$ cat config.mk
export PLATFORM = sky130hd
export DESIGN_NAME = kme_encoder
export DESIGN_NICKNAME = d
export VERILOG_FILES = /design/src/kme_pkg.sv /design/src/kme_encoder.sv
export SDC_FILE = /design/constraint.sdc
export NUM_CORES = 1
export LEC_CHECK = 0
export ABC_AREA = 1
export BUFFER_PORTS_ARGS = -buffer_cell sky130_fd_sc_hd__buf_2
export CORE_MARGIN = 10
export CORE_UTILIZATION = 35
export DETAILED_ROUTE_END_ITERATION = 10
export PLACE_DENSITY = 0.55
export SETUP_SLACK_MARGIN = 0.15
export SYNTH_ARGS = -nofsm -noshare
export SYNTH_HDL_FRONTEND = slang
export SYNTH_SLANG_ARGS = --single-unit
$ cat constraint.sdc
create_clock -name ref_clk -period 4.15 [get_ports ref_clk]
set_clock_uncertainty 0.15 [all_clocks]
set_input_delay 1.245 -clock ref_clk [delete_from_list [all_inputs] [get_ports ref_clk]]
set_output_delay 1.245 -clock ref_clk [all_outputs]
set_load 0.02 [all_outputs]
$ cat src/kme_pkg.sv
// constants, state codes and register map of the keyboard matrix encoder
// assumes one 200 MHz clock; every other rate comes from enable pulses
package kme_pkg;

   // ----------------------------------------------------------------
   // matrix geometry
   // ----------------------------------------------------------------
   localparam int KME_ROWS   = 9;
   localparam int KME_COLS   = 10;
   localparam int KME_KEYS   = 90;
   localparam int KME_WORD_W = 10;

   // ----------------------------------------------------------------
   // timing
   // ----------------------------------------------------------------
   localparam int KME_CLK_NS   = 5;      // ref_clk period
   localparam int KME_HALF_NS  = 10000;  // half scan cycle, 50 kHz scan clock
   localparam int KME_HALF_CYC = KME_HALF_NS / KME_CLK_NS;
   localparam logic [16:0] KME_DET_EXTRA = 17'h00002; // extra cycles after detect
   localparam logic [15:0] KME_DELAY_RST = 16'h0008;  // delay interval, scan cycles

   // ----------------------------------------------------------------
   // register map and fields
   // ----------------------------------------------------------------
   localparam logic [3:0] KME_OFF_CTRL = 4'h0; // [15:0] delay interval
   localparam logic [3:0] KME_OFF_STAT = 4'h4; // sticky events, write 1 clears
   localparam logic [3:0] KME_OFF_MASK = 4'h8; // interrupt enables
   localparam logic [3:0] KME_OFF_WORD = 4'hc; // word, position, lock flag
   localparam int KME_EV_DET  = 0;
   localparam int KME_EV_REL  = 1;
   localparam int KME_EV_W    = 2;
   localparam int KME_WD_POS  = 16;
   localparam int KME_WD_LOCK = 24;
   localparam logic [1:0] KME_MASK_RST = 2'h0;

   // ----------------------------------------------------------------
   // scan control states
   // ----------------------------------------------------------------
   typedef enum logic [2:0] {
      KME_SCAN = 3'b001,
      KME_HOLD = 3'b010,
      KME_LOCK = 3'b100
   } kme_state_e;

endpackage

$ cat src/kme_encoder.sv
// keyboard matrix encoder: scan, key memory, code lookup, register port
// assumes switch closure reads high on the selected column during evaluate
//
// The implementer's own choices: strobed register access and the register addresses.
`timescale 1ns/100ps

module kme_encoder #(
   parameter int HALF_CYC = kme_pkg::KME_HALF_CYC,
   parameter int DELAY_W  = 16
) (
   // clock and reset
   input  wire logic                              ref_clk,
   input  wire logic                              rst,
   // key matrix
   input  wire logic [kme_pkg::KME_COLS-1:0]      column_sense_inputs,
   output logic      [kme_pkg::KME_ROWS-1:0]      row_drive_outputs,
   output logic                                   precharge_active,
   output logic                                   delay_node,
   // mode pins
   input  wire logic                              lockout_select,
   input  wire logic                              mode_select_low,
   input  wire logic                              mode_select_high,
   // encoded output
   output logic      [kme_pkg::KME_WORD_W-1:0]    encoded_word_outputs,
   output logic                                   data_ready,
   // register port
   input  wire logic [3:0]                        reg_addr,
   input  wire logic [31:0]                       reg_wdata,
   input  wire logic                              reg_wr,
   input  wire logic                              reg_rd,
   output logic      [31:0]                       reg_rdata,
   output logic                                   irq
);
   import kme_pkg::*;

   // ----------------------------------------------------------------
   // parameter checks
   // ----------------------------------------------------------------
   // the column synchroniser needs two edges inside one evaluate half,
   // and the half-cycle divider is only 16 bits wide
   if (HALF_CYC < 3 || HALF_CYC > 65536) begin : g_bad_half
      $error("HALF_CYC must lie in 3 to 65536");
   end
   if (DELAY_W != 16) begin : g_bad_dw
      $error("DELAY_W must be 16");
   end

   // ----------------------------------------------------------------
   // helpers
   // ----------------------------------------------------------------
   // linear key position from row and column
   function automatic logic [6:0] pos_of(input logic [3:0] r, input logic [3:0] c);
      return 7'({3'h0, r}) * 7'h0a + 7'({3'h0, c});
   endfunction

   // code table: mode index in the top bits keeps all 360 codes distinct
   function automatic logic [9:0] rom_code(input logic [1:0] md, input logic [6:0] p);
      return {md, 1'b0, p};
   endfunction

   // ----------------------------------------------------------------
   // declarations
   // ----------------------------------------------------------------
   logic [15:0]          div_cnt_ff;
   logic                 tick;
   logic                 ev;
   logic                 phase_ff;
   logic [9:0]           col_s1_ff;
   logic [9:0]           col_s2_ff;
   logic [2:0]           pin_s1_ff;
   logic [2:0]           pin_s2_ff;
   logic                 lo_sel;
   logic [1:0]           mode_idx;
   logic [3:0]           row_ff;
   logic [3:0]           col_ff;
   logic [6:0]           pos;
   logic                 sensed;
   logic                 stored;
   logic                 hit_new;
   logic                 hit_rel;
   logic                 det;
   logic                 rel;
   logic                 adv;
   kme_state_e           state_ff;
   logic [16:0]          hold_cnt_ff;
   logic                 locked_ff;
   logic                 key_mem_ff [KME_KEYS];
   logic [9:0]           word_ff;
   logic [1:0]           dr_left_ff;
   logic                 dr_ff;
   logic [8:0]           row_drv_ff;
   logic                 pre_ff;
   logic [15:0]          delay_ff;
   logic [1:0]           stat_ff;
   logic [1:0]           mask_ff;
   logic [1:0]           nxt_stat;
   logic [31:0]          rdata_ff;

   // ----------------------------------------------------------------
   // scan clock: half-cycle enable and phase
   // ----------------------------------------------------------------
   // divider gives one pulse per half scan cycle
   always_ff @(posedge ref_clk) begin
      if (rst || tick) begin
         div_cnt_ff <= 16'h0000;
      end else begin
         div_cnt_ff <= div_cnt_ff + 16'h0001;
      end
   end
   assign tick = (div_cnt_ff == 16'(HALF_CYC - 1));
   // ev ends an evaluate half; the scan and hold counters only move here
   assign ev   = tick && phase_ff;

   // phase low = precharge half, high = evaluate half
   always_ff @(posedge ref_clk) begin
      if (rst) begin
         phase_ff <= 1'b0;
      end else if (tick) begin
         phase_ff <= !phase_ff;
      end
   end

   // ----------------------------------------------------------------
   // pin synchronisers
   // ----------------------------------------------------------------
   // switches and straps are asynchronous to ref_clk
   always_ff @(posedge ref_clk) begin
      if (rst) begin
         col_s1_ff <= 10'h000;
         col_s2_ff <= 10'h000;
         pin_s1_ff <= 3'h0;
         pin_s2_ff <= 3'h0;
      end else begin
         col_s1_ff <= column_sense_inputs;
         col_s2_ff <= col_s1_ff;
         pin_s1_ff <= {lockout_select, mode_select_high, mode_select_low};
         pin_s2_ff <= pin_s1_ff;
      end
   end
   assign lo_sel   = pin_s2_ff[2];
   assign mode_idx = pin_s2_ff[1:0];

   // ----------------------------------------------------------------
   // position decode
   // ----------------------------------------------------------------
   assign pos     = pos_of(row_ff, col_ff);
   assign sensed  = col_s2_ff[col_ff];
   assign stored  = key_mem_ff[pos];
   // a new closure only counts while free scanning
   assign hit_new = sensed && !stored && (state_ff == KME_SCAN);
   // a set memory bit with no closure flags a key that has gone open
   assign hit_rel = !sensed && stored && (state_ff != KME_HOLD);
   assign det     = ev && hit_new;
   assign rel     = ev && hit_rel;
   assign adv     = ev && (state_ff == KME_SCAN) && !hit_new && !hit_rel;

   // ----------------------------------------------------------------
   // scan counters
   // ----------------------------------------------------------------
   // column mod 10 inside row mod 9: 90 scan cycles per pass
   always_ff @(posedge ref_clk) begin
      if (rst) begin
         row_ff <= 4'h0;
         col_ff <= 4'h0;
      end else if (adv) begin
         if (col_ff == 4'(KME_COLS - 1)) begin
            col_ff <= 4'h0;
            row_ff <= (row_ff == 4'(KME_ROWS - 1)) ? 4'h0 : row_ff + 4'h1;
         end else begin
            col_ff <= col_ff + 4'h1;
         end
      end
   end

   // ----------------------------------------------------------------
   // scan control
   // ----------------------------------------------------------------
   // lock is held at the locked position, so its release is found there
   always_ff @(posedge ref_clk) begin
      if (rst) begin
         state_ff    <= KME_SCAN;
         hold_cnt_ff <= 17'h00000;
         locked_ff   <= 1'b0;
      end else if (det) begin
         state_ff    <= KME_HOLD;
         hold_cnt_ff <= 17'(delay_ff) + KME_DET_EXTRA;
         locked_ff   <= lo_sel;
      end else if (rel) begin
         state_ff    <= KME_HOLD;
         hold_cnt_ff <= (delay_ff == 16'h0000) ? 17'h00001 : 17'(delay_ff);
         locked_ff   <= 1'b0;
      end else if (ev && state_ff == KME_HOLD) begin
         hold_cnt_ff <= hold_cnt_ff - 17'h00001;
         if (hold_cnt_ff == 17'h00001) begin
            state_ff <= locked_ff ? KME_LOCK : KME_SCAN;
         end
      end
   end
   assign delay_node = (state_ff == KME_HOLD);

   // ----------------------------------------------------------------
   // key position memory
   // ----------------------------------------------------------------
   // one bit per position keeps roll-over from finding a held key twice
   always_ff @(posedge ref_clk) begin
      if (rst) begin
         for (int i = 0; i < KME_KEYS; i++) begin
            key_mem_ff[i] <= 1'b0;
         end
      end else if (det) begin
         key_mem_ff[pos] <= 1'b1;
      end else if (rel) begin
         key_mem_ff[pos] <= 1'b0;
      end
   end

   // ----------------------------------------------------------------
   // output word and data ready
   // ----------------------------------------------------------------
   // word changes only on a detection, which covers both handling modes
   always_ff @(posedge ref_clk) begin
      if (rst) begin
         word_ff <= 10'h000;
      end else if (det) begin
         word_ff <= rom_code(mode_idx, pos);
      end
   end
   assign encoded_word_outputs = word_ff;

   // pending one half, then high for two halves
   always_ff @(posedge ref_clk) begin
      if (rst) begin
         dr_left_ff <= 2'h0;
         dr_ff      <= 1'b0;
      end else if (det) begin
         dr_left_ff <= 2'h3;
      end else if (tick) begin
         dr_ff <= (dr_left_ff >= 2'h2);
         if (dr_left_ff != 2'h0) begin
            dr_left_ff <= dr_left_ff - 2'h1;
         end
      end
   end
   assign data_ready = dr_ff;

   // ----------------------------------------------------------------
   // matrix drive
   // ----------------------------------------------------------------
   // rows driven in evaluate only; precharge flag mirrors the other half
   always_ff @(posedge ref_clk) begin
      if (rst) begin
         row_drv_ff <= 9'h000;
         pre_ff     <= 1'b1;
      end else if (tick) begin
         pre_ff <= phase_ff;
         if (!phase_ff && state_ff != KME_HOLD) begin
            row_drv_ff <= 9'h001 << row_ff;
         end else begin
            row_drv_ff <= 9'h000;
         end
      end
   end
   assign row_drive_outputs = row_drv_ff;
   assign precharge_active  = pre_ff;

   // ----------------------------------------------------------------
   // register port and interrupt
   // ----------------------------------------------------------------
   // a new event beats a write-one clear in the same cycle
   always_comb begin
      nxt_stat = stat_ff;
      if (reg_wr && reg_addr == KME_OFF_STAT) begin
         nxt_stat = stat_ff & ~reg_wdata[KME_EV_W-1:0];
      end
      if (det) begin
         nxt_stat[KME_EV_DET] = 1'b1;
      end
      if (rel) begin
         nxt_stat[KME_EV_REL] = 1'b1;
      end
   end

   // software writes
   always_ff @(posedge ref_clk) begin
      if (rst) begin
         delay_ff <= KME_DELAY_RST;
         mask_ff  <= KME_MASK_RST;
         stat_ff  <= 2'h0;
      end else begin
         stat_ff <= nxt_stat;
         if (reg_wr && reg_addr == KME_OFF_CTRL) begin
            delay_ff <= reg_wdata[15:0];
         end
         if (reg_wr && reg_addr == KME_OFF_MASK) begin
            mask_ff <= reg_wdata[KME_EV_W-1:0];
         end
      end
   end

   // read data stands the cycle after the strobe only
   always_ff @(posedge ref_clk) begin
      if (rst || !reg_rd) begin
         rdata_ff <= 32'h00000000;
      end else begin
         unique case (reg_addr)
            KME_OFF_CTRL: rdata_ff <= {16'h0000, delay_ff};
            KME_OFF_STAT: rdata_ff <= {30'h00000000, stat_ff};
            KME_OFF_MASK: rdata_ff <= {30'h00000000, mask_ff};
            KME_OFF_WORD: begin
               rdata_ff <= 32'h00000000;
               rdata_ff[9:0] <= word_ff;
               rdata_ff[KME_WD_POS +: 7] <= pos;
               rdata_ff[KME_WD_LOCK] <= locked_ff;
            end
            default:      rdata_ff <= 32'h00000000;
         endcase
      end
   end
   assign reg_rdata = rdata_ff;
   assign irq       = |(stat_ff & mask_ff);

   // ----------------------------------------------------------------
   // assertions
   // ----------------------------------------------------------------
   // length of the current data ready pulse, in ref_clk cycles
   logic [31:0] dr_len_ff;
   always_ff @(posedge ref_clk) begin
      if (rst || !dr_ff) begin
         dr_len_ff <= 32'h00000000;
      end else begin
         dr_len_ff <= dr_len_ff + 32'h00000001;
      end
   end
endmodule

# ---- After elaboration in Yosys (flattened, before gate mapping)
# Memory sizes are Yosys's and may differ from the RTL's.
# Index checks and enable logic that the tools add are counted.
dict set report totals {
  reg_bits 146
  ramBits 90
  input_bits 53
  out_inout_bits 55
  elab_cells 126
  n_memories 1
}
# name words word_bits rd rd_clocked_by_memory_dff wr line
set mem_list {}
lappend mem_list {key_mem_ff 90 1 1 0 90 kme_encoder.sv:87} ;# logic key_mem_ff [KME_KEYS];
dict set report op_classes {
  add_sub_neg 7
  mul 1
  n_lt_le_gt_ge 2
  eq_ne 10
  shifts 1
  muxes 36
  bitwise 5
  n_reduce_logical 41
}
# cell n
set ops {}
lappend ops {{25-bit case mux with 4 select lines} 1}
lappend ops {{17-bit 2-to-1 mux} 3}
lappend ops {{16-bit by 2-bit adder with 17-bit output (second input constant)} 1}
lappend ops {{17-bit by 1-bit == test with 1-bit output (second input constant)} 1}
lappend ops {{1-bit 2-to-1 mux} 17}
lappend ops {{17-bit by 1-bit subtractor with 17-bit output (second input constant)} 1}
lappend ops {{16-bit by 1-bit adder with 16-bit output (second input constant)} 1}
lappend ops {{16-bit by 11-bit == test with 1-bit output (second input constant)} 1}
lappend ops {{4-bit == test (second input constant)} 4}
lappend ops {{16-bit zero test} 1}
lappend ops {{16-bit 2-to-1 mux} 1}
lappend ops {{2-bit 2-to-1 mux} 8}
lappend ops {{1-bit logical AND} 15}
lappend ops {{2-bit nonzero test} 6}
lappend ops {{2-bit AND reduction} 5}
lappend ops {{9-bit 2-to-1 mux} 1}
lappend ops {{1-bit by 4-bit left shift with 9-bit output (first input constant)} 1}
lappend ops {{4-bit by 1-bit adder with 4-bit output (second input constant)} 2}
lappend ops {{4-bit 2-to-1 mux} 2}
lappend ops {{7-bit by 4-bit adder with 7-bit output} 1}
lappend ops {{7-bit 2-to-1 mux} 1}
lappend ops {{1-bit zero test} 6}
lappend ops {{4-bit by 3-bit multiplier with 6-bit output (second input constant)} 1}
lappend ops {{3-bit nonzero test} 2}
lappend ops {{18 further kinds} 20}

# ---- Logic depth before layout (Yosys ltp)
dict set report depth {
  depth_word 13
  mapped_depth 23
  mapped_depth_nobuf 21
}

# ---- Least setup slack after synthesis
# Ideal clock, no wire load.
dict set report synth_timing {
  path_type {register to register}
  start {reg row_ff[1]}
  end {mem key_mem_ff[84] (data pin)}
  arrival_ns 3.390
  setup_slack_ns 0.336
  path_stages_with_launch 18
  path_buffers 2
  cell_sequence {dfxtp_1 ha_1 ha_1 inv_1 fa_1 nor2_2 xor2_1 nor2_1 nand2_1 nand2_1 nor2_1 nand3_2 inv_1 nand3_2 inv_2 buf_4 buf_6 nor3_1}
}
# element line
set synth_lines {}
lappend synth_lines {{start: declaration} kme_encoder.sv:74} ;# logic [3:0] row_ff;
lappend synth_lines {{start signal: assignment} kme_encoder.sv:168} ;# row_ff <= (row_ff == 4'(KME_ROWS - 1)) ? 4'h0 : row_ff + 4'h1;
lappend synth_lines {{end: declaration} kme_encoder.sv:87}

==> out/qor.csv <==
stage,metric,value,unit
worst_setup_path,Worst setup EP type,flop,
yosys,number of synthesized flops with an enable pin,128,
power,pwr/cell area,370,mW/mm^2
yosys,area share of the largest cell type after synthesis,27.9,%
grt,largest net degree at the start of global routing,61,
timing,Final Worst Setup Slack,295,ps
place,I/O Buffers,82,
cells_and_area,utilization after layout,41.6,%
yosys,Synth Cell Area,0.0138,mm^2
cells_and_area,"Design Area, Final",0.0161,mm^2
grt,number of global-route vias before repair,10719,
clock_network,total CTS buffers,30,
worst_setup_path,Critical-path top delay cell,fa_2,
die,Die X,218,um
yosys,YS warnings,0,
worst_hold_path,Hold WC Path Type,flop to flop,
grt,M2 GR Usage,24.6,%
routing,initial DRC count,859,
flow_run,max cap viols,0,
timing,"Slew Viols, Final",0,
yosys,syn avg cell area,8.02,um^2
status,status,"finished, final reports clean",
die,starting density of the core,35.5,%
cells_and_area,NumNets Final,1862,
clock_network,clock latency on the worst-skew pair,570,ps
cells_and_area,layout cells sized above 1,16.8,%
routing,drt wl/cell,16.2,um
clock_network,CTS Buffer Depth,3,
worst_setup_path,critical path class,flop to flop,
yosys,Area contributors post-synth,"edfxtp_1, dfxtp_1, nand2_1",
routing,Final ANT Viol Nets,0,
yosys,post-synthesis async set-or-reset flop share,0,%
place,placer congestion estimate,0.852,
timing,worst-case hold slack,253,ps
routing,Vias,11545,
die,# IOs,108,
clock_network,H-Tree Depth,1,
grt,antenna violations before repair,0,
yosys,post-synthesis cell count,1717,
timing,Worst-Margin Slew,857,ps
cells_and_area,Fillers,4014,
yosys,commonest cells in the netlist,"nand2_1, nor2_1, o21ai_0, dfxtp_1, inv_1",
worst_setup_path,"Max FO, Critical Path",20,
die,core footprint,0.0387,mm^2
timing,max_slew headroom,42.7,%
clock_network,CTS tree,built,
cells_and_area,P&R area growth vs syn,17.2,%
place,hpwl dp,24.2,mm
timing,unrepaired setup endpoints after global routing,yes,
power,VDD IR max,0.282,mV
die,Die Y-Extent,218,um
clock_network,CTS Hold Bufs,0,
grt,met1 Use GR,20.0,%
yosys,"Top FF cell, synth",dfxtp_1,
grt,first-pass GRT wire length,58.0,mm
power,Pleak,6.70,nW
timing,final setup fails,0,
die,die footprint,0.0477,mm^2
worst_setup_path,Worst Path Buf+Inv,6,
place,Placed Area,0.0148,mm^2
clock_network,Root Driver,clkbuf_16,
yosys,most area-hungry cell type in the Yosys netlist,edfxtp_1,
timing,fmax,259,MHz
worst_setup_path,biggest cell delay along the critical path,480,ps
yosys,post-synthesis register bit count,266,
timing,"Min Clock Period, post-route",3850,ps
die,num rows,72,
routing,detailed-router iteration count before antenna repair,6,
routing,Residual DRC,0,
worst_setup_path,Worst EP arrival,4000,ps
timing,final hold vios,0,
clock_network,clock-pin slew on the worst setup and hold paths,60,ps
worst_setup_path,CP required,4300,ps
timing,period utilization,92.9,%
place,pre-CTS setup slack,-10.4,ps
yosys,Synth cell types,45,
grt,grt total ovfl,0,
grt,gr busiest metal,met2,
worst_setup_path,"CP delay by family, top",buffers and inverters,
clock_network,CTS sink cnt,266,
worst_setup_path,crit-path cells,"ha_1, ha_1, inv_1, fa_2, nor2_4, xnor2_1, buf_4, nor2_1, nand2_1, nand2_1, nor2_4, nand3_2, buf_4, inv_1, nand3_2, clkinv_4, buf_16, nor3_1",
grt,M3 GR Usage,2.33,%
worst_setup_path,CP Launch Type,flop,
yosys,register area share after synthesis,48.0,%
grt,gr usage total,14.9,%
cells_and_area,# diodes,0,
routing,DR vias/cell,4.95,
yosys,top-count cell post-synth,nand2_1,
routing,drt total wl,37.7,mm
[worst min-delay path: cells and delay by family (launching register included)]
| family | cells | cell delay [ps] |
|---|---|---|
| flip-flops | 1 | 300 |
| AND/OR/NAND/NOR | 1 | 30 |
| buffers and inverters | 1 | 40 |
[worst paths after layout]
path | to | cells after the start | start | slack, ps
min reg2reg | col_s2_ff[5] | 2 | col_s1_ff[5] | 250
max | key_mem_ff[68] | 18 | row_ff[1] | 300
max reg2reg | key_mem_ff[68] | 18 | row_ff[1] | 300
min | col_s2_ff[5] | 2 | col_s1_ff[5] | 250
[state kept, by name (all words and copies together), names as in the netlist, 3 cells and up]
| signal | cells |
|---|---|
| reg_rdata | 24 |
| row_ff | 4 |
| col_ff | 4 |
| hold_cnt_ff | 17 |
| pin_s1_ff | 3 |
| delay_ff | 16 |
| row_drive_outputs | 9 |
| div_cnt_ff | 16 |
| col_s2_ff | 10 |
| pin_s2_ff | 3 |
| state_ff | 3 |
| encoded_word_outputs | 9 |
| key_mem_ff | 128 |
| col_s1_ff | 10 |
[per-layer routing]
| layer | up-vias | part of all wire (%) |
|---|---|---|
| li1 | 5751 | - |
| met1 | 5514 | 46 |
| met2 | 232 | 47 |
| met3 | 48 | 4.9 |
| met4 | 0 | 1.9 |
| met5 | - | 0 |
[kinds of logic after synthesis]
| family | count (synthesis) | synth area share [%] |
|---|---|---|
| simple gates | 884 | 29.6 |
| flops | 266 | 48.0 |
| compound gates | 257 | 9.79 |
| buf+inv | 254 | 8.42 |
| xor+xnor | 33 | 2.10 |
| fa+ha+maj | 21 | 2.02 |
| other cells | 1 | 0.0272 |
| mux | 1 | 0.0818 |
[cells in the final DEF (no fill, tap or decap), types with 7 or more instances in the layout]
cell | netlist | routed
inv_1 | 138 | 137
nand2_1 | 482 | 479
nor2_1 | 182 | 179
buf_12 | 0 | 14
nor3_1 | 58 | 58
edfxtp_1 | 128 | 128
nand4_1 | 24 | 24
buf_4 | 18 | 38
xor2_1 | 24 | 22
conb_1 | 1 | 9
o21ai_1 | 25 | 45
a21oi_1 | 72 | 72
o21ai_0 | 143 | 123
buf_2 | 20 | 82
nor3_2 | 67 | 67
clkbuf_16 | 0 | 35
dfxtp_1 | 138 | 135
xnor2_1 | 9 | 9
nand3_1 | 44 | 42
clkbuf_8 | 0 | 7
ha_1 | 19 | 19
[layout make-up]
type	count	area, um^2	area share [%]
sequential	266	6610	41.0
inverter	145	551	3.41
clock inverter	15	198	1.23
timing repair buffer	140	1090	6.76
tap	518	648	4.02
clock buffer	41	926	5.74
multi-input combinational	1205	6110	37.9
[power by group]
part	internal, W	switching [W]	total, W
Combinational	0.0000593	0.000124	0.000184
Sequential	0.00280	0.0000210	0.00282
Clock	0.00181	0.00114	0.00296
[repair_timing]
| action | CTS | global route |
|---|---|---|
| hold endpoints to repair | 0 | 0 |
| buffers inserted | 0 | 2 |
| endpoints found under the setup margin | 151 | 235 |
| resized for setup | 4 | 40 |
| gates cloned | 0 | 4 |
| pin swaps | 0 | 2 |
[stage by stage]
stage | setup TNS, ps | total power (W) | cells
final | 0 | 0.00596 | 2330
after global routing | 0 | 0.00616 | 2330
after CTS | 0 | 0.00602 | 2324
after detailed placement | -10.4 | 0.00306 | 2268
after global placement | 0 | 0.00305 | 2268
after floorplan | 0 | 0.00300 | 1725
No activity file was read; power rests on OpenSTA's default activity.
